===== src/verilog/usart_rx_pkg.sv =====
// package: constants, modes and layouts for the serial receive/transfer block
//
// How it works
// - error flags ride with frame; low read pops
// - nine-bit low-first: high read pops instead
// - receiver disable flushes buffer, drops partial frame
// - clock pin direction picks master or slave
// - sample on edge opposite transmit edge
// - invert zero: rise starts bit, fall samples
// - slave speed set only by external clock
// - spi frame is exactly eight data bits
// - data order bit picks lsb or msb first
// - spi clock comes from baud generator
// - spi bit held one period, sampled mid
// - invert and phase select sample/transmit edges
// - spi mode error flags always read zero
// - spi flags behave as general operation
// - no collision, double speed, multimaster, select
// - tx is mosi, rx is miso, clock sck
// - four async modes, one double speed
// - mode 0x00 sixteen samples, 0x01 eight
// - clock recovery aligns frame to baud tick
// - start bit: two of three middle samples low
// - data bits by three-sample majority vote
// - only first stop checked, low sets frame error
package usart_rx_pkg;
	// communication modes
	typedef enum logic [1:0] {
		MODE_ASYNC = 2'b00,
		MODE_SYNC = 2'b01,
		MODE_SPI_MASTER = 2'b11
	} comm_mode_type;
	// character sizes, nine bit low first has its own code
	localparam logic [2:0] CHSZ_5 = 3'h0;
	localparam logic [2:0] CHSZ_8 = 3'h3;
	localparam logic [2:0] CHSZ_9_LOW_FIRST = 3'h6;
	localparam logic [2:0] CHSZ_9_HIGH_FIRST = 3'h7;
	// receive sampling modes
	localparam logic [1:0] RXM_NORMAL = 2'h0;
	localparam logic [1:0] RXM_DOUBLE = 2'h1;
	localparam logic [1:0] RXM_GENAUTO = 2'h2;
	localparam logic [1:0] RXM_LINAUTO = 2'h3;
	localparam int SAMPLES_NORMAL = 16;
	localparam int SAMPLES_DOUBLE = 8;
	// high data register field layout
	localparam int HI_DATA8_POS = 0;
	localparam int HI_PARITY_ERROR_FLAG_POS = 1;
	localparam int HI_FRAME_ERROR_FLAG_POS = 2;
	localparam int HI_OVF_POS = 6;
	localparam int HI_RXC_POS = 7;
	localparam int SPI_BITS = 8;
	localparam logic [15:0] BAUD_RESET = 16'h0040;
	localparam int FIFO_DEPTH = 2;
	// buffer entry: 9 data bits plus frame and parity errors
	typedef struct packed {
		logic frame_error_flag;
		logic parity_error_flag;
		logic [8:0] data;
	} rx_word_type;
endpackage : usart_rx_pkg


===== src/verilog/rx_word_if.sv =====
// interface: word stream between shifter and receive buffer
`timescale 1ns/1ps
interface rx_word_if;
	import usart_rx_pkg::*;
	logic valid;
	logic ready;
	rx_word_type word;
	modport src (output valid, output word, input ready);
	modport dst (input valid, input word, output ready);
endinterface : rx_word_if


===== src/verilog/rx_fifo.sv =====
// two-entry receive buffer with valid/ready on both sides
`timescale 1ns/1ps
module rx_fifo #(
	parameter int DEPTH = usart_rx_pkg::FIFO_DEPTH
) (
	input wire logic clk_in,
	input wire logic arst_n_in,
	input wire logic ce_in,
	input wire logic flush_in,
	rx_word_if.dst wr,
	output logic rd_valid_out,
	input wire logic rd_ready_in,
	output usart_rx_pkg::rx_word_type rd_word_out,
	output logic ovf_out
);
	import usart_rx_pkg::*;
	localparam int AW = (DEPTH > 1) ? $clog2(DEPTH) : 1;
	// refused at elaboration: one entry cannot ride out a reader stall
	if (DEPTH < 2) begin : g_depth_check
		$error("rx_fifo needs depth of two or more");
	end
	rx_word_type mem_r [DEPTH];
	rx_word_type mem_nxt [DEPTH];
	logic [AW-1:0] rd_r, rd_nxt, wr_r, wr_nxt;
	logic [AW:0] cnt_r, cnt_nxt;
	logic ovf_r, ovf_nxt;
	logic push, pop;

	// pointer wrap shared by both ends
	function automatic logic [AW-1:0] bump(input logic [AW-1:0] p);
		bump = (p == AW'(DEPTH - 1)) ? '0 : p + 1'b1;
	endfunction : bump

	assign wr.ready = (cnt_r != (AW+1)'(DEPTH));
	assign rd_valid_out = (cnt_r != '0);
	assign rd_word_out = mem_r[rd_r];
	assign ovf_out = ovf_r;
	assign push = wr.valid && wr.ready;
	assign pop = rd_valid_out && rd_ready_in;

	// next state; flush empties at once and clears overflow
	always_comb begin
		mem_nxt = mem_r;
		rd_nxt = rd_r;
		wr_nxt = wr_r;
		cnt_nxt = cnt_r;
		ovf_nxt = ovf_r;
		if (flush_in) begin
			rd_nxt = '0;
			wr_nxt = '0;
			cnt_nxt = '0;
			ovf_nxt = 1'b0;
		end else begin
			if (push) begin
				mem_nxt[wr_r] = wr.word;
				wr_nxt = bump(wr_r);
			end
			if (pop) begin
				rd_nxt = bump(rd_r);
			end
			// set wins over the clear a pop gives
			if (wr.valid && !wr.ready) begin
				ovf_nxt = 1'b1;
			end else if (pop) begin
				ovf_nxt = 1'b0;
			end
			cnt_nxt = cnt_r + (AW+1)'(push) - (AW+1)'(pop);
		end
	end

	always_ff @(posedge clk_in or negedge arst_n_in) begin
		if (!arst_n_in) begin
			for (int i = 0; i < DEPTH; i++) mem_r[i] <= '0;
			rd_r <= '0;
			wr_r <= '0;
			cnt_r <= '0;
			ovf_r <= 1'b0;
		end else if (ce_in) begin
			mem_r <= mem_nxt;
			rd_r <= rd_nxt;
			wr_r <= wr_nxt;
			cnt_r <= cnt_nxt;
			ovf_r <= ovf_nxt;
		end
	end
endmodule : rx_fifo


===== src/verilog/usart_rx_core.sv =====
// receiver core: async clock recovery, sync master/slave and spi master receive
`timescale 1ns/1ps
module usart_rx_core #(
	parameter int BAUD_W = 16
) (
	input wire logic mclk_in,
	input wire logic arst_n_in,
	input wire logic ce_in,
	input wire logic rx_enable_in,
	input usart_rx_pkg::comm_mode_type comm_mode_in,
	input wire logic [2:0] char_size_field_in,
	input wire logic [1:0] rx_sampling_mode_in,
	input wire logic [1:0] parity_mode_in,
	input wire logic data_order_bit_in,
	input wire logic clock_phase_bit_in,
	input wire logic pin_invert_enable_in,
	input wire logic transfer_clock_dir_in,
	input wire logic [BAUD_W-1:0] baud_in,
	input wire logic rxd_in,
	input wire logic transfer_clock_pin_in,
	output logic transfer_clock_pin_out,
	output logic transfer_clock_pin_oe_out,
	input wire logic rd_high_in,
	input wire logic rd_low_in,
	output logic [7:0] rx_data_low_reg_out,
	output logic [7:0] rx_data_high_reg_out,
	output logic rx_complete_flag_out
);
	import usart_rx_pkg::*;
	// the integer part needs bits above the six fraction bits
	if (BAUD_W < 7 || BAUD_W > 16) begin : g_baud_check
		$error("baud width must be 7..16");
	end

	typedef enum logic [1:0] {
		ST_IDLE = 2'b00,
		ST_START = 2'b01,
		ST_DATA = 2'b10,
		ST_STOP = 2'b11
	} rx_state_type;

	rx_word_if wif ();
	logic fifo_valid, pop, ovf, flush;
	rx_word_type head;

	// majority of three samples
	function automatic logic vote(input logic [2:0] s);
		vote = (s[0] & s[1]) | (s[0] & s[2]) | (s[1] & s[2]);
	endfunction : vote

	// data bits per character; spi always eight
	function automatic logic [3:0] nbits(input logic [2:0] cs, input logic spi);
		if (spi) nbits = 4'(SPI_BITS);
		else if (cs >= CHSZ_9_LOW_FIRST) nbits = 4'h9;
		else if (cs > CHSZ_8) nbits = 4'h8;
		else nbits = 4'(cs - CHSZ_5) + 4'h5;
	endfunction : nbits

	wire spi = (comm_mode_in == MODE_SPI_MASTER);
	wire sync_m = (comm_mode_in != MODE_ASYNC);
	wire master = transfer_clock_dir_in;
	wire dbl = (rx_sampling_mode_in == RXM_DOUBLE);
	assign flush = !rx_enable_in;

	//////////////////////////////////////////////////////////////////////
	// baud generator: async tick at S per bit, sync half-period tick
	logic [15:0] bcnt_r, bcnt_nxt;
	logic [9:0] frac_r, frac_nxt;
	logic tick, xck_r, xck_nxt;
	logic busy_clk;
	always_comb begin
		bcnt_nxt = bcnt_r;
		frac_nxt = frac_r;
		tick = 1'b0;
		if (bcnt_r == 16'h0) begin
			tick = 1'b1;
			if (sync_m) begin
				// only the integer part counts in synchronous mode
				bcnt_nxt = 16'(baud_in[BAUD_W-1:6]) - 16'h1;
			end else begin
				// fractional adjust: extra cycle when the fraction carries
				frac_nxt = 10'(frac_r[5:0]) + 10'(baud_in[5:0]);
				bcnt_nxt = 16'(baud_in[BAUD_W-1:6]) - 16'h1 + 16'(frac_nxt[6]);
				frac_nxt = {4'h0, frac_nxt[5:0]};
			end
		end else begin
			bcnt_nxt = bcnt_r - 16'h1;
		end
		// master clock toggles every tick; idles at its rest level
		xck_nxt = xck_r;
		if (sync_m && master && busy_clk && tick) xck_nxt = !xck_r;
		else if (!busy_clk) xck_nxt = 1'b0;
	end
	always_ff @(posedge mclk_in or negedge arst_n_in) begin
		if (!arst_n_in) begin
			bcnt_r <= '0;
			frac_r <= '0;
			xck_r <= 1'b0;
		end else if (ce_in) begin
			bcnt_r <= bcnt_nxt;
			frac_r <= frac_nxt;
			xck_r <= xck_nxt;
		end
	end
	// pin inversion applied at the pin like the port does
	assign transfer_clock_pin_out = xck_r ^ pin_invert_enable_in;
	assign transfer_clock_pin_oe_out = sync_m && master;

	//////////////////////////////////////////////////////////////////////
	// slave clock synchroniser; baud ignored in slave mode
	logic s1_r, s2_r, s3_r;
	always_ff @(posedge mclk_in or negedge arst_n_in) begin
		if (!arst_n_in) begin
			s1_r <= 1'b0;
			s2_r <= 1'b0;
			s3_r <= 1'b0;
		end else if (ce_in) begin
			s1_r <= transfer_clock_pin_in;
			s2_r <= s1_r;
			s3_r <= s2_r;
		end
	end
	// logical clock after inversion; edges need two samples per level
	logic tick_d, xck_nxt_prev;
	// remembers whether the master clock toggled on the last edge
	always_ff @(posedge mclk_in or negedge arst_n_in) begin
		if (!arst_n_in) tick_d <= 1'b0;
		else if (ce_in) tick_d <= tick && busy_clk && master;
	end
	assign xck_nxt_prev = !(xck_r ^ (sync_m && master && busy_clk && tick_d));
	wire lclk_now = master ? xck_r : (s2_r ^ pin_invert_enable_in);
	wire lclk_prev = master ? !xck_nxt_prev : (s3_r ^ pin_invert_enable_in);
	wire rise = lclk_now && !lclk_prev;
	wire fall = !lclk_now && lclk_prev;
	// sample edge: opposite the transmit edge spi phase picks it
	wire samp_edge = spi ? (clock_phase_bit_in ? fall : rise) : fall;

	//////////////////////////////////////////////////////////////////////
	// receive sequencer
	rx_state_type st_r, st_nxt;
	logic [3:0] sc_r, sc_nxt;
	logic [3:0] bi_r, bi_nxt;
	logic [2:0] sm_r, sm_nxt;
	logic [8:0] sh_r, sh_nxt;
	logic par_r, par_nxt;
	logic rxd_d_r, rxd_d_nxt;
	logic wv_r, wv_nxt;
	rx_word_type w_r, w_nxt;
	wire [3:0] nb = nbits(char_size_field_in, spi);
	wire [3:0] smid = dbl ? 4'(SAMPLES_DOUBLE / 2) : 4'(SAMPLES_NORMAL / 2);
	wire [3:0] slast = dbl ? 4'(SAMPLES_DOUBLE - 1) : 4'(SAMPLES_NORMAL - 1);
	wire use_par = !spi && !sync_m ? parity_mode_in[1] : (!spi && parity_mode_in[1]);
	assign busy_clk = sync_m && master && (st_r == ST_DATA || wv_r == 1'b0 && st_r != ST_IDLE);

	always_comb begin
		st_nxt = st_r;
		sc_nxt = sc_r;
		bi_nxt = bi_r;
		sm_nxt = sm_r;
		sh_nxt = sh_r;
		par_nxt = par_r;
		wv_nxt = wv_r && !wif.ready;
		w_nxt = w_r;
		// last sample per tick, so a slow baud still sees the start edge
		rxd_d_nxt = tick ? rxd_in : rxd_d_r;
		if (flush) begin
			// partial frame dropped immediately
			st_nxt = ST_IDLE;
			wv_nxt = 1'b0;
		end else if (sync_m) begin
			case (st_r)
				ST_IDLE: begin
					// master spi starts a frame whenever receiver idle
					if (spi || !rxd_in || !master) begin
						st_nxt = ST_DATA;
						bi_nxt = '0;
						par_nxt = 1'b0;
					end
				end
				ST_DATA: begin
					if (samp_edge) begin
						// lsb- or msb-first assembly
						if (spi && !data_order_bit_in) sh_nxt = {1'b0, sh_r[6:0], rxd_in};
						else sh_nxt = {rxd_in, sh_r[8:1]};
						bi_nxt = bi_r + 4'h1;
						if (bi_r == nb - 4'h1) st_nxt = ST_STOP;
					end
				end
				ST_STOP: begin
					// spi has no framing bits; errors forced zero
					w_nxt.data = spi && !data_order_bit_in ? sh_nxt : sh_r >> (4'h9 - nb);
					w_nxt.frame_error_flag = 1'b0;
					w_nxt.parity_error_flag = 1'b0;
					wv_nxt = 1'b1;
					st_nxt = ST_IDLE;
				end
				default: st_nxt = ST_IDLE;
			endcase
		end else if (tick) begin
			sc_nxt = sc_r + 4'h1;
			case (st_r)
				ST_IDLE: begin
					// falling edge from idle starts detection; sample 1 is first low
					sc_nxt = 4'h1;
					if (!rxd_in && rxd_d_r) st_nxt = ST_START;
				end
				ST_START: begin
					if (sc_r >= smid - 4'h1 && sc_r <= smid + 4'h1) sm_nxt = {sm_r[1:0], rxd_in};
					if (sc_r == smid + 4'h1) begin
						// accept when two or three samples low
						if (!vote({sm_r[1:0], rxd_in})) begin
							st_nxt = ST_DATA;
							bi_nxt = '0;
							par_nxt = 1'b0;
							sc_nxt = smid + 4'h2;
						end else begin
							st_nxt = ST_IDLE;
						end
					end
				end
				ST_DATA, ST_STOP: begin
					if (sc_r == slast) sc_nxt = '0;
					if (sc_r >= smid - 4'h1 && sc_r <= smid + 4'h1) sm_nxt = {sm_r[1:0], rxd_in};
					if (sc_r == smid + 4'h1) begin
						if (st_r == ST_DATA) begin
							// data/parity decided by centre vote
							if (bi_r < nb) begin
								sh_nxt = {vote({sm_r[1:0], rxd_in}), sh_r[8:1]};
								par_nxt = par_r ^ vote({sm_r[1:0], rxd_in});
							end else begin
								par_nxt = par_r ^ vote({sm_r[1:0], rxd_in})
									^ parity_mode_in[0];
							end
							bi_nxt = bi_r + 4'h1;
							if (bi_r == nb - 4'h1 + 4'(use_par)) st_nxt = ST_STOP;
						end else begin
							// only the first stop bit is checked
							w_nxt.data = sh_r >> (4'h9 - nb);
							w_nxt.frame_error_flag = !vote({sm_r[1:0], rxd_in});
							w_nxt.parity_error_flag = use_par && par_r;
							wv_nxt = 1'b1;
							st_nxt = ST_IDLE;
						end
					end
				end
				default: st_nxt = ST_IDLE;
			endcase
		end
	end
	always_ff @(posedge mclk_in or negedge arst_n_in) begin
		if (!arst_n_in) begin
			st_r <= ST_IDLE;
			sc_r <= '0;
			bi_r <= '0;
			sm_r <= '0;
			sh_r <= '0;
			par_r <= 1'b0;
			rxd_d_r <= 1'b1;
			wv_r <= 1'b0;
			w_r <= '0;
		end else if (ce_in) begin
			st_r <= st_nxt;
			sc_r <= sc_nxt;
			bi_r <= bi_nxt;
			sm_r <= sm_nxt;
			sh_r <= sh_nxt;
			par_r <= par_nxt;
			rxd_d_r <= rxd_d_nxt;
			wv_r <= wv_nxt;
			w_r <= w_nxt;
		end
	end
	assign wif.valid = wv_r;
	assign wif.word = w_r;

	//////////////////////////////////////////////////////////////////////
	// receive buffer; flags travel with their frame
	rx_fifo #(.DEPTH(FIFO_DEPTH)) u_fifo (
		.clk_in(mclk_in),
		.arst_n_in(arst_n_in),
		.ce_in(ce_in),
		.flush_in(flush),
		.wr(wif),
		.rd_valid_out(fifo_valid),
		.rd_ready_in(pop),
		.rd_word_out(head),
		.ovf_out(ovf)
	);
	// pop register: low normally, high in nine-bit low-first
	assign pop = (char_size_field_in == CHSZ_9_LOW_FIRST) ? rd_high_in : rd_low_in;
	// flushing by repeated reads until the flag clears works from this
	assign rx_complete_flag_out = fifo_valid;
	always_comb begin
		rx_data_low_reg_out = head.data[7:0];
		rx_data_high_reg_out = 8'h00;
		rx_data_high_reg_out[HI_DATA8_POS] = head.data[8];
		rx_data_high_reg_out[HI_PARITY_ERROR_FLAG_POS] = head.parity_error_flag && !spi;
		rx_data_high_reg_out[HI_FRAME_ERROR_FLAG_POS] = head.frame_error_flag && !spi;
		rx_data_high_reg_out[HI_OVF_POS] = ovf && !spi;
		rx_data_high_reg_out[HI_RXC_POS] = fifo_valid;
		if (!fifo_valid) rx_data_low_reg_out = 8'h00;
	end
	// no collision, select or multi-master logic exists here
endmodule : usart_rx_core


===== config.mk =====
export PLATFORM = sky130hd
export DESIGN_NAME = usart_rx_core
export DESIGN_NICKNAME = d
export VERILOG_FILES = /design/src/verilog/usart_rx_pkg.sv /design/src/verilog/rx_word_if.sv /design/src/verilog/rx_fifo.sv /design/src/verilog/usart_rx_core.sv
export SDC_FILE = /design/constraint.sdc
export NUM_CORES = 1
export LEC_CHECK = 0
export ABC_AREA = 1
export ABC_CLOCK_PERIOD_IN_PS = 4030
export BUFFER_PORTS_ARGS = -buffer_cell sky130_fd_sc_hd__buf_4
export CAP_MARGIN = 20
export CORE_UTILIZATION = 55
export CTS_BUF_LIST = sky130_fd_sc_hd__clkbuf_4
export CTS_CLUSTER_DIAMETER = 100
export DETAILED_ROUTE_END_ITERATION = 6
export GPL_TIMING_DRIVEN = 0
export HOLD_SLACK_MARGIN = 0.15
export PLACE_DENSITY = 0.81
export SLEW_MARGIN = 0
export SYNTH_ARGS = -nofsm -noshare
export SYNTH_HDL_FRONTEND = slang
export SYNTH_HIERARCHICAL = 1
export SYNTH_SLANG_ARGS = --single-unit

===== constraint.sdc =====
create_clock -name mclk_in -period 4.03 [get_ports mclk_in]
set_input_delay 0.403 -clock mclk_in [delete_from_list [all_inputs] [get_ports mclk_in]]
set_output_delay 0.403 -clock mclk_in [all_outputs]
set_load 0.05 [all_outputs]

Yosys cells after proc, flatten, opt, wreduce, memory -nomap -nowiden
Index checks and enable logic that the tools add are counted.

Register bits: 89. Bits in latches: 0. Bits in writable memories: 0. Bits in read-only memories: 0. Input port bits: 37. Memories: 0.

$add $sub $neg: 17. Multiply operators: 0. Divide/modulo/power cells: 0. $lt $le $gt $ge: 8. Eq/ne operators: 35. Shift-type cells: 1. Multiplexer cells: 94. Bitwise gates (word level): 15. Reduce and logical (&&, ||, !) cells: 62.

Operator list (count): 2-to-1 mux 11 bit (10); 2-to-1 mux 9 bit (10); 2-to-1 mux 4 bit (16); 2-to-1 mux 1 bit (34); 2-to-1 mux 16 bit (2); 2-to-1 mux 2 bit (13); != test 4 bit, second input constant (6); logical AND 1 bit (23); bitwise mux 22 bit (1); != test 3 bit, second input constant (6); == test 4 bit (4); logical NOT 16 bit (1); case mux 4 bit (2 select lines) (2); subtractor 16 x 1 -> 16 bit, second input constant (1); != test 2 x 1 -> 1 bit, second input constant (7); nonzero test 2 bit (7); adder 11 x 2 -> 12 bit (1); adder 4 x 1 -> 4 bit, second input constant (3); case mux 4 bit (3 select lines) (1); demux 11 bit (select 1 bit) (1); AND reduction 11 bit (1); subtractor 10 x 1 -> 11 bit, second input constant (1); logical NOT 1 bit (10); AND reduction 10 bit (1); other kinds (44) (70).

Longest topological paths before layout
Gate-level depths: netlist (run 1).

Depth after elaboration: 16. Gate-level depth with buffers: 19.

By module
The synthesis (run 1) kept the hierarchy.

By module, submodules not included: usart_rx_core (instances 1, cells each 772, area an instance 5236.3 um^2, sequential area each 1552.7 um^2); rx_fifo (instances 1, cells each 182, area an instance 1411.4 um^2, sequential area each 675.6 um^2).

Worst setup path after synthesis (run 1)
Ideal clock, no wire load.

Kind: input -> register. From: input port baud_in[0]. To: register bcnt_r[8]. Library setup time: 0.133 ns. Arrival: 2.600 ns. Required time: 3.897 ns. Slack: 1.297 ns. Stages on the path: 16. Buffers on the path: 0. Path through: ha_1 inv_1 fa_1 o21ai_0 a21oi_1 o21bai_1 ha_1 ha_1 nand3_1 nor2_1 nand3_1 nor2_1 xor2_1 nand2_1 nand2_1 o21ai_0.

Word-level cells in the longest chain between the ends: 4.

Ends and longest elaborated chain: start: declaration (line usart_rx_core.sv:18) `input wire logic [BAUD_W-1:0] baud_in,`; adder 6 x 6 -> 7 bit (line usart_rx_core.sv:82) `frac_nxt = 10'(frac_r[5:0]) + 10'(baud_in[5:0]);`; adder 11 x 2 -> 12 bit (line usart_rx_core.sv:83) `bcnt_nxt = 16'(baud_in[BAUD_W-1:6]) - 16'h1 + 16'(frac_nxt[6]);`; 2-to-1 mux 16 bit (line usart_rx_core.sv:77) `if (sync_m) begin`; 2-to-1 mux 16 bit (line usart_rx_core.sv:75) `if (bcnt_r == 16'h0) begin`; end signal: assignment (line usart_rx_core.sv:100) `bcnt_r <= bcnt_nxt;`; end: declaration (line usart_rx_core.sv:67) `logic [15:0] bcnt_r, bcnt_nxt;`.

No other way between the ends. A chain may end at the register's enable or synchronous reset.

Final worst setup path (run 1)
From: register frac_r[0]. To: register bcnt_r[8].

Word-level cells in the longest chain between the ends: 4.

Ends and longest elaborated chain: start: declaration (line usart_rx_core.sv:68) `logic [9:0] frac_r, frac_nxt;`; start signal: assignment (line usart_rx_core.sv:101) `frac_r <= frac_nxt;`; adder 6 x 6 -> 7 bit (line usart_rx_core.sv:82); adder 11 x 2 -> 12 bit (line usart_rx_core.sv:83); 2-to-1 mux 16 bit (line usart_rx_core.sv:77); 2-to-1 mux 16 bit (line usart_rx_core.sv:75).

No other way between the ends.

==> results.ini, run 1 <==
[logic_synthesis]
synth_seq_cells = 89
synthDistinctLibCells = 58
ys.flop_type = dfrtp_1
ys_seq_area_share_pct = 33.5
synth_edf_count = 0
syn_inst = 954
synthArstFlopShare_pct = 100
avgSynthCellArea_um2 = 6.97
ys_warn_count = 6
syn_area_um2 = 6650

[power_and_ir_drop]
power_leakage_nw = 3.86
power.internal_mw = 1.59
clkPwrFrac_pct = 17.0
p_sw_share_pct = 42.9
seqPwrFrac_pct = 44.0
vdd_drop_max_uv = 261
p_comb_share_pct = 39.0
power_switching_mw = 1.19
cellPowerDensity_nw_per_um2 = 376
total_power_mw = 2.78

[routing]
drc = 7
dr.pass1.iters = 7
drt_iter0_markers = 407
drtAntennaViolNets = 0
avgViaCountPerCell = 5.41
wl_um = 15800
avgRoutedWirePerCell_um = 13.5
vias = 6336

[worst_setup_path]
cp.buffers_inverters = 1
arrival_ns = 3.45
crit_top_cell = ha_1
crit_family = adder cells
critPathMaxFanout = 3
crit_chain = ha_1 -> inv_1 -> fa_1 -> o21ai_0 -> a21oi_1 -> o21bai_1 -> ha_1 -> ha_1 -> nand3_1 -> nor2_1 -> nand3_1 -> nor2_1 -> xor2_1 -> nand2_1 -> nand2_1 -> o21ai_0
cp-start-kind = register
required_ns = 4.39
path_class = register to register
slowest_stage = fa_1
crit_path_end_kind = register
critical-path-max-stage-delay_ns = 0.39

[min_path]
hold_path_class = input pin to register

[cells_and_area]
layout-drive-gt1-share_pct = 12.6
nets = 1092
area_growth_syn_to_layout_pct = 11.2
final_util_pct = 63.7
nFillCells = 1056

[sta]
hold-worst-slack_ns = 0.209
finalSetupViolCount = 0
rsz0062_at_grt = no
finalCriticalPeriod_ns = 3.09
worstMarginPinSlew_ns = 0.539
maxSlewViolCount = 0
finalClockSkew_ns = 0.0107
min_period_over_period_pct = 76.7
slew_headroom_pct = 64.1
hold_viol_final = 0
fmax_mhz = 324
final.setup.tns_ns = 0

[global_route]
grt_pass1_vias = 5908
overflow = 0
grt_max_degree = 62
grt_pass1_wl_um = 27400
grt_usage_pct = 27.0
antenna_found_initial = 1

[clocking]
clk_pin_slew_ns = 0.14
clockRootBuffer = clkbuf_4
cts_sinks = 89
clk_latency_ns = 0.49
cts_buffer_depth = 2
cts_tree = built
cts-htree-levels = 3
cts_buffers = 9

[place]
place_congestion = 0.926
io_buffers = 52
dp_hpwl_um = 11900

[status]
status = finished with violations
violations = design-rule violations

[floorplanning]
rows = 39
fp.dieH_um = 112
die_w_um = 112
start_util_pct = 57.2
dieArea_um2 = 12500
core-area_um2 = 11600
io_pins = 56

[flow_run]
maxCapViolCount = 0

flip-flops by register name, indices dropped and copies added (netlist names), 4 cells and up:
signal and flops:
bcnt_r 16, bi_r 4, frac_r 6, sc_r 4
sh_r 9, u_fifo/mem_r 22, w_r 11
through the flow:
stage	cells	cell area (um2)	setup slack, ns
finish	1171	7390	0.941
floorplan	956	6660	1.30
detailed placement	1152	7250	0.831
CTS	1170	7390	0.941
global route	1171	7390	0.535
global placement	1151	7220	0.852
final timing paths:
| kind | depth (start not counted) | start | to | slack (ns) |
|---|---|---|---|---|
| min in group asynchronous | 2 | arst_n_in | sc_r[3] | 0.37 |
| hold reg to reg | 2 | u_fifo/mem_r[13] | u_fifo/mem_r[13] | 0.49 |
| setup / recovery | 16 | frac_r[0] | bcnt_r[8] | 0.94 |
| hold / removal | 2 | ce_in | u_fifo/cnt_r[0] | 0.21 |
| setup reg to reg | 16 | frac_r[0] | bcnt_r[8] | 0.94 |
| max in group asynchronous | 3 | arst_n_in | w_r[9] | 3.00 |
cells in the mapped netlist (all sizes together), types with 2 or more instances:
| library cell | instances | share of area (%) |
|---|---|---|
| nor3 | 8 | 1.1 |
| a21boi | 3 | 0.51 |
| a22oi | 4 | 0.45 |
| a21oi | 45 | 3.5 |
| ha | 32 | 6.0 |
| inv | 110 | 6.2 |
| nor4 | 2 | 0.19 |
| buf | 22 | 2.3 |
| o21a | 4 | 0.45 |
| o21ai | 79 | 6.1 |
| nand3b | 3 | 0.34 |
| nand2 | 300 | 17 |
| or2 | 3 | 0.28 |
| dfrtp | 88 | 33 |
| o21bai | 4 | 0.45 |
| a2bb2oi | 2 | 0.26 |
| nor2 | 90 | 5.7 |
| xnor2 | 14 | 1.8 |
| nand3 | 66 | 5.3 |
| a31oi | 2 | 0.19 |
| nand4 | 30 | 3.0 |
| clkbuf | 9 | 0.51 |
| xor2 | 18 | 2.4 |
kinds of logic (layout without fill, tap and decap cells):
kind of cell / Yosys count / after routing / share of synthesized area [%]
fa+ha+maj: 34 / 34 / 6.47
buf+inv: 142 / 213 / 9.09
other cells: 1 / 4 / 0.0564
flops: 89 / 89 / 33.5
mux: 1 / 1 / 0.169
compound gates: 151 / 151 / 12.8
xor+xnor: 32 / 32 / 4.22
simple gates: 504 / 504 / 33.6
final cells by class:
class,count,area [um2],share of cell area (%)
multi-input combinational,725,3820,51.7
sequential,89,2230,30.1
timing repair buffer,55,438,5.92
inverter,111,419,5.67
buffer,31,185,2.50
tap,143,179,2.42
clock buffer,10,75.1,1.02
clock inverter,6,43.8,0.592
antenna,1,2.50,0.0338
routing by layer:
metal  wire length, um  part of all wire (%)  track usage [%]  vias up
met2              7000                    44             41.6      195
met1              7680                    49             39.0     2889
li1                  -                     -                -     3233
met3               886                   5.6             4.14       19
met4               201                   1.3             9.16        0
met5                 0                     0                0        -
what timing repair did:
action,CTS,global route
gates resized for setup,0,0
hold buffers,2,0
endpoints found under the hold margin,29,0
buffers inserted,0,0
power groups by stage:
stage / logic, mW / registers (mW) / clock network (mW)
after global routing: 1.22 / 1.25 / 0.510
after detailed placement: 1.07 / 1.24 / 0
after floorplan: 0.816 / 1.19 / 0
after CTS: 1.08 / 1.22 / 0.479
after global placement: 1.04 / 1.24 / 0
final: 1.08 / 1.22 / 0.472
cell usage in the layout (no fill, tap or decap), types with 13 or more instances in the layout:
master,count
nand2_1,292
inv_1,106
dfrtp_1,88
nor2_1,82
o21ai_0,64
nand3_1,62
buf_4,61
a21oi_1,43
ha_1,32
nand4_1,29
xor2_1,18
xnor2_1,14
o21ai_1,13
(Power assumes the default switching activity.)
==> run 2, diff against run 1 <==
--- a/config.mk
+++ b/config.mk
@@ -6,7 +6,7 @@
 export NUM_CORES = 1
 export LEC_CHECK = 0
 export ABC_AREA = 1
-export ABC_CLOCK_PERIOD_IN_PS = 4030
+export ABC_CLOCK_PERIOD_IN_PS = 2800
 export BUFFER_PORTS_ARGS = -buffer_cell sky130_fd_sc_hd__buf_4
 export CAP_MARGIN = 20
 export CORE_UTILIZATION = 55
@@ -15,7 +15,7 @@
 export DETAILED_ROUTE_END_ITERATION = 6
 export GPL_TIMING_DRIVEN = 0
 export HOLD_SLACK_MARGIN = 0.15
-export PLACE_DENSITY = 0.81
+export PLACE_DENSITY = 0.84
 export SLEW_MARGIN = 0
 export SYNTH_ARGS = -nofsm -noshare
 export SYNTH_HDL_FRONTEND = slang
==> constraint.sdc (replaced) <==
create_clock -name mclk_in -period 2.8 [get_ports mclk_in]
set_input_delay 0.28 -clock mclk_in [delete_from_list [all_inputs] [get_ports mclk_in]]
set_output_delay 0.28 -clock mclk_in [all_outputs]
set_load 0.05 [all_outputs]
==> run 2 against run 1 <==
  * The flow finishes with violations (design-rule violations, negative setup slack)
  * Count of clock-buffer cells in the layout decreased by 1
  * Wire length increased by 6.7%
  * Utilization increased by 2.1 points
  * First-iteration DRC count increased by 22%
  * Setup slack worse by 1.1 ns
  * Critical endpoint unchanged
  * Largest cell class unchanged
  * Highest routed layer unchanged
==> results.ini, run 2 (synthesis results as in run 1) <==
[place]
io_buffers = 52
place_congestion = 0.912
dp_hpwl_um = 12000
dp_cells = 1152

[global_route]
grt_pass1_wl_um = 27600
overflow = 0
grt_pass1_vias = 6035
grt_usage_pct = 27.3
antenna_found_initial = 0
grt_max_degree = 69

[sta]
rsz0062_at_grt = yes
fmax_mhz = 343
finalClockSkew_ns = 0.0216
min_period_over_period_pct = 104
worstMarginPinSlew_ns = 0.583
hold_viol_final = 0
finalCriticalPeriod_ns = 2.92
slew_headroom_pct = 61.1
setup_ws_ns = -0.118
maxSlewViolCount = 0
finalSetupViolCount = 7
hold-worst-slack_ns = 0.202

[power_and_ir_drop]
vdd_drop_max_uv = 364
power_leakage_nw = 3.94
cellPowerDensity_nw_per_um2 = 547
power.internal_mw = 2.46
total_power_mw = 4.18
p_comb_share_pct = 38.2
clkPwrFrac_pct = 19.4
seqPwrFrac_pct = 42.3
power_switching_mw = 1.72
p_sw_share_pct = 41.2

[status]
violations = design-rule violations, negative setup slack
status = finished with violations

[floorplanning]
fp.dieH_um = 112
core-area_um2 = 11600
dieArea_um2 = 12500
rows = 39
start_util_pct = 57.2
io_pins = 56
die_w_um = 112

[worst_setup_path]
crit_path_end_kind = register
critPathMaxFanout = 3
slowest_stage = dfrtp_1
crit_chain = ha_4 -> inv_2 -> fa_2 -> o21ai_4 -> a21oi_2 -> o21bai_1 -> ha_2 -> ha_4 -> nand3_4 -> nor2_4 -> nand3_2 -> nor2_2 -> xor2_1 -> nand2_1 -> nand2_1 -> o21ai_1
path_class = register to register
required_ns = 3.14
cp-start-kind = register
rr_startpoint = frac_r[0]
critical-path-max-stage-delay_ns = 0.43
r2r_slack_ns = -0.12
arrival_ns = 3.26
reg2reg_to = bcnt_r[8]
reg2reg_depth = 16

[min_path]
min_to = par_r
hp-start = parity_mode_in[0]
hold_path_class = input pin to register
whs_path_depth = 5

[routing]
avgViaCountPerCell = 5.51
dr.pass1.iters = 7
drtAntennaViolNets = 0
avgRoutedWirePerCell_um = 14.3
drc = 8
wl_um = 16800
vias = 6486
drt_iter0_markers = 496

[clocking]
clk_pin_slew_ns = 0.14
cts_buffer_depth = 2
clk_latency_ns = 0.48
cts-htree-levels = 3
clockRootBuffer = clkbuf_4
cts_sinks = 89
cts_tree = built
cts_buffers = 9

[flow_run]
maxCapViolCount = 0

[cells_and_area]
nets = 1102
layout_common_cells = nand2_1, inv_1, dfrtp_1
area_growth_syn_to_layout_pct = 15.0
instances_no_fill = 1178
regMostFlops = u_fifo/mem_r
layout-drive-gt1-share_pct = 15.0
diodes = 0
layout.cells.most_common = nand2_1
largest_registers = u_fifo/mem_r (22), bcnt_r (16), w_r (11)
largest_reg_flops = 22

run 2: cell count changes in the layout (fill, tap and decap cells not counted), moves of 3 or more:
| cell | previous run | this run |
|---|---|---|
| buf_4 | 61 | 68 |
| nand3_1 | 62 | 56 |
| nand3_2 | 4 | 8 |
| nor2_1 | 82 | 78 |
| o21ai_0 | 64 | 60 |
| dlygate4sd3_1 | 2 | 5 |
| ha_1 | 32 | 29 |
| o21ai_1 | 13 | 16 |
run 2: timing repair:
| item | CTS | global route |
|---|---|---|
| pin swaps | 3 | 13 |
| endpoints found under the setup margin | 8 | 9 |
| gates cloned | 0 | 0 |
| setup buffers | 3 | 4 |
| hold endpoints to repair | 96 | 0 |
| gates resized for setup | 7 | 26 |
| hold buffers | 5 | 0 |
run 2: how the worst max path moves through the flow:
stage                       endpoint        from  depth (start not counted)
after global routing       bcnt_r[8]   frac_r[0]                         16
after global placement     bcnt_r[8]  baud_in[0]                         17
final                      bcnt_r[8]   frac_r[0]                         16
after CTS                 bcnt_r[10]  baud_in[0]                         19
after floorplan            bcnt_r[8]   frac_r[0]                         16
after detailed placement   bcnt_r[8]  baud_in[0]                         17
run 2: area by class of cell:
type,count,area [um2]
clock buffers,9,67.6
well taps,143,179
plain buffers,31,185
multi-input cells,725,3960
fillers,1051,3970
clock inverters,5,82.6
repair buffers,65,520
flip-flops and latches,89,2230
inverters,111,419
run 2: critical path, delay by kind of cell (launching register included):
family / cells / cell delay [ns]
flip-flops: 1 / 0.43
XOR/XNOR: 1 / 0.19
buffers and inverters: 1 / 0.04
adder cells (fa/ha/maj): 4 / 0.97
AO/OA/AOI/OAI: 4 / 0.47
AND/OR/NAND/NOR: 6 / 0.68
run 2: per-layer routing:
| metal | wire length (um) | global-route usage (%) | share of wire, % |
|---|---|---|---|
| met4 | 291 | 8.98 | 1.7 |
| met1 | 7570 | 36.9 | 45 |
| met3 | 1070 | 4.25 | 6.4 |
| met5 | 0 | 0 | 0 |
| met2 | 7900 | 44.9 | 47 |
run 2: per-stage QoR:
| stage | setup TNS (ns) | worst slack (ns) | utilization, % | instance area [um2] |
|---|---|---|---|---|
| after detailed placement | -1.91 | -0.293 | 62.4 | 7250 |
| after floorplan | 0 | 0.137 | - | 6660 |
| final | -0.324 | -0.118 | 65.8 | 7640 |
| after global routing | -1.61 | -0.238 | 65.8 | 7640 |
| after CTS | 0 | 0.00692 | 64.5 | 7490 |
| after global placement | -1.26 | -0.265 | 62.2 | 7220 |
run 2: power groups by stage:
stage,registers [mW],clock network [mW],logic (mW)
CTS,1.76,0.828,1.56
floorplan,1.71,0,1.17
detailed placement,1.78,0,1.54
global placement,1.78,0,1.50
global route,1.80,0.889,1.81
finish,1.77,0.813,1.60
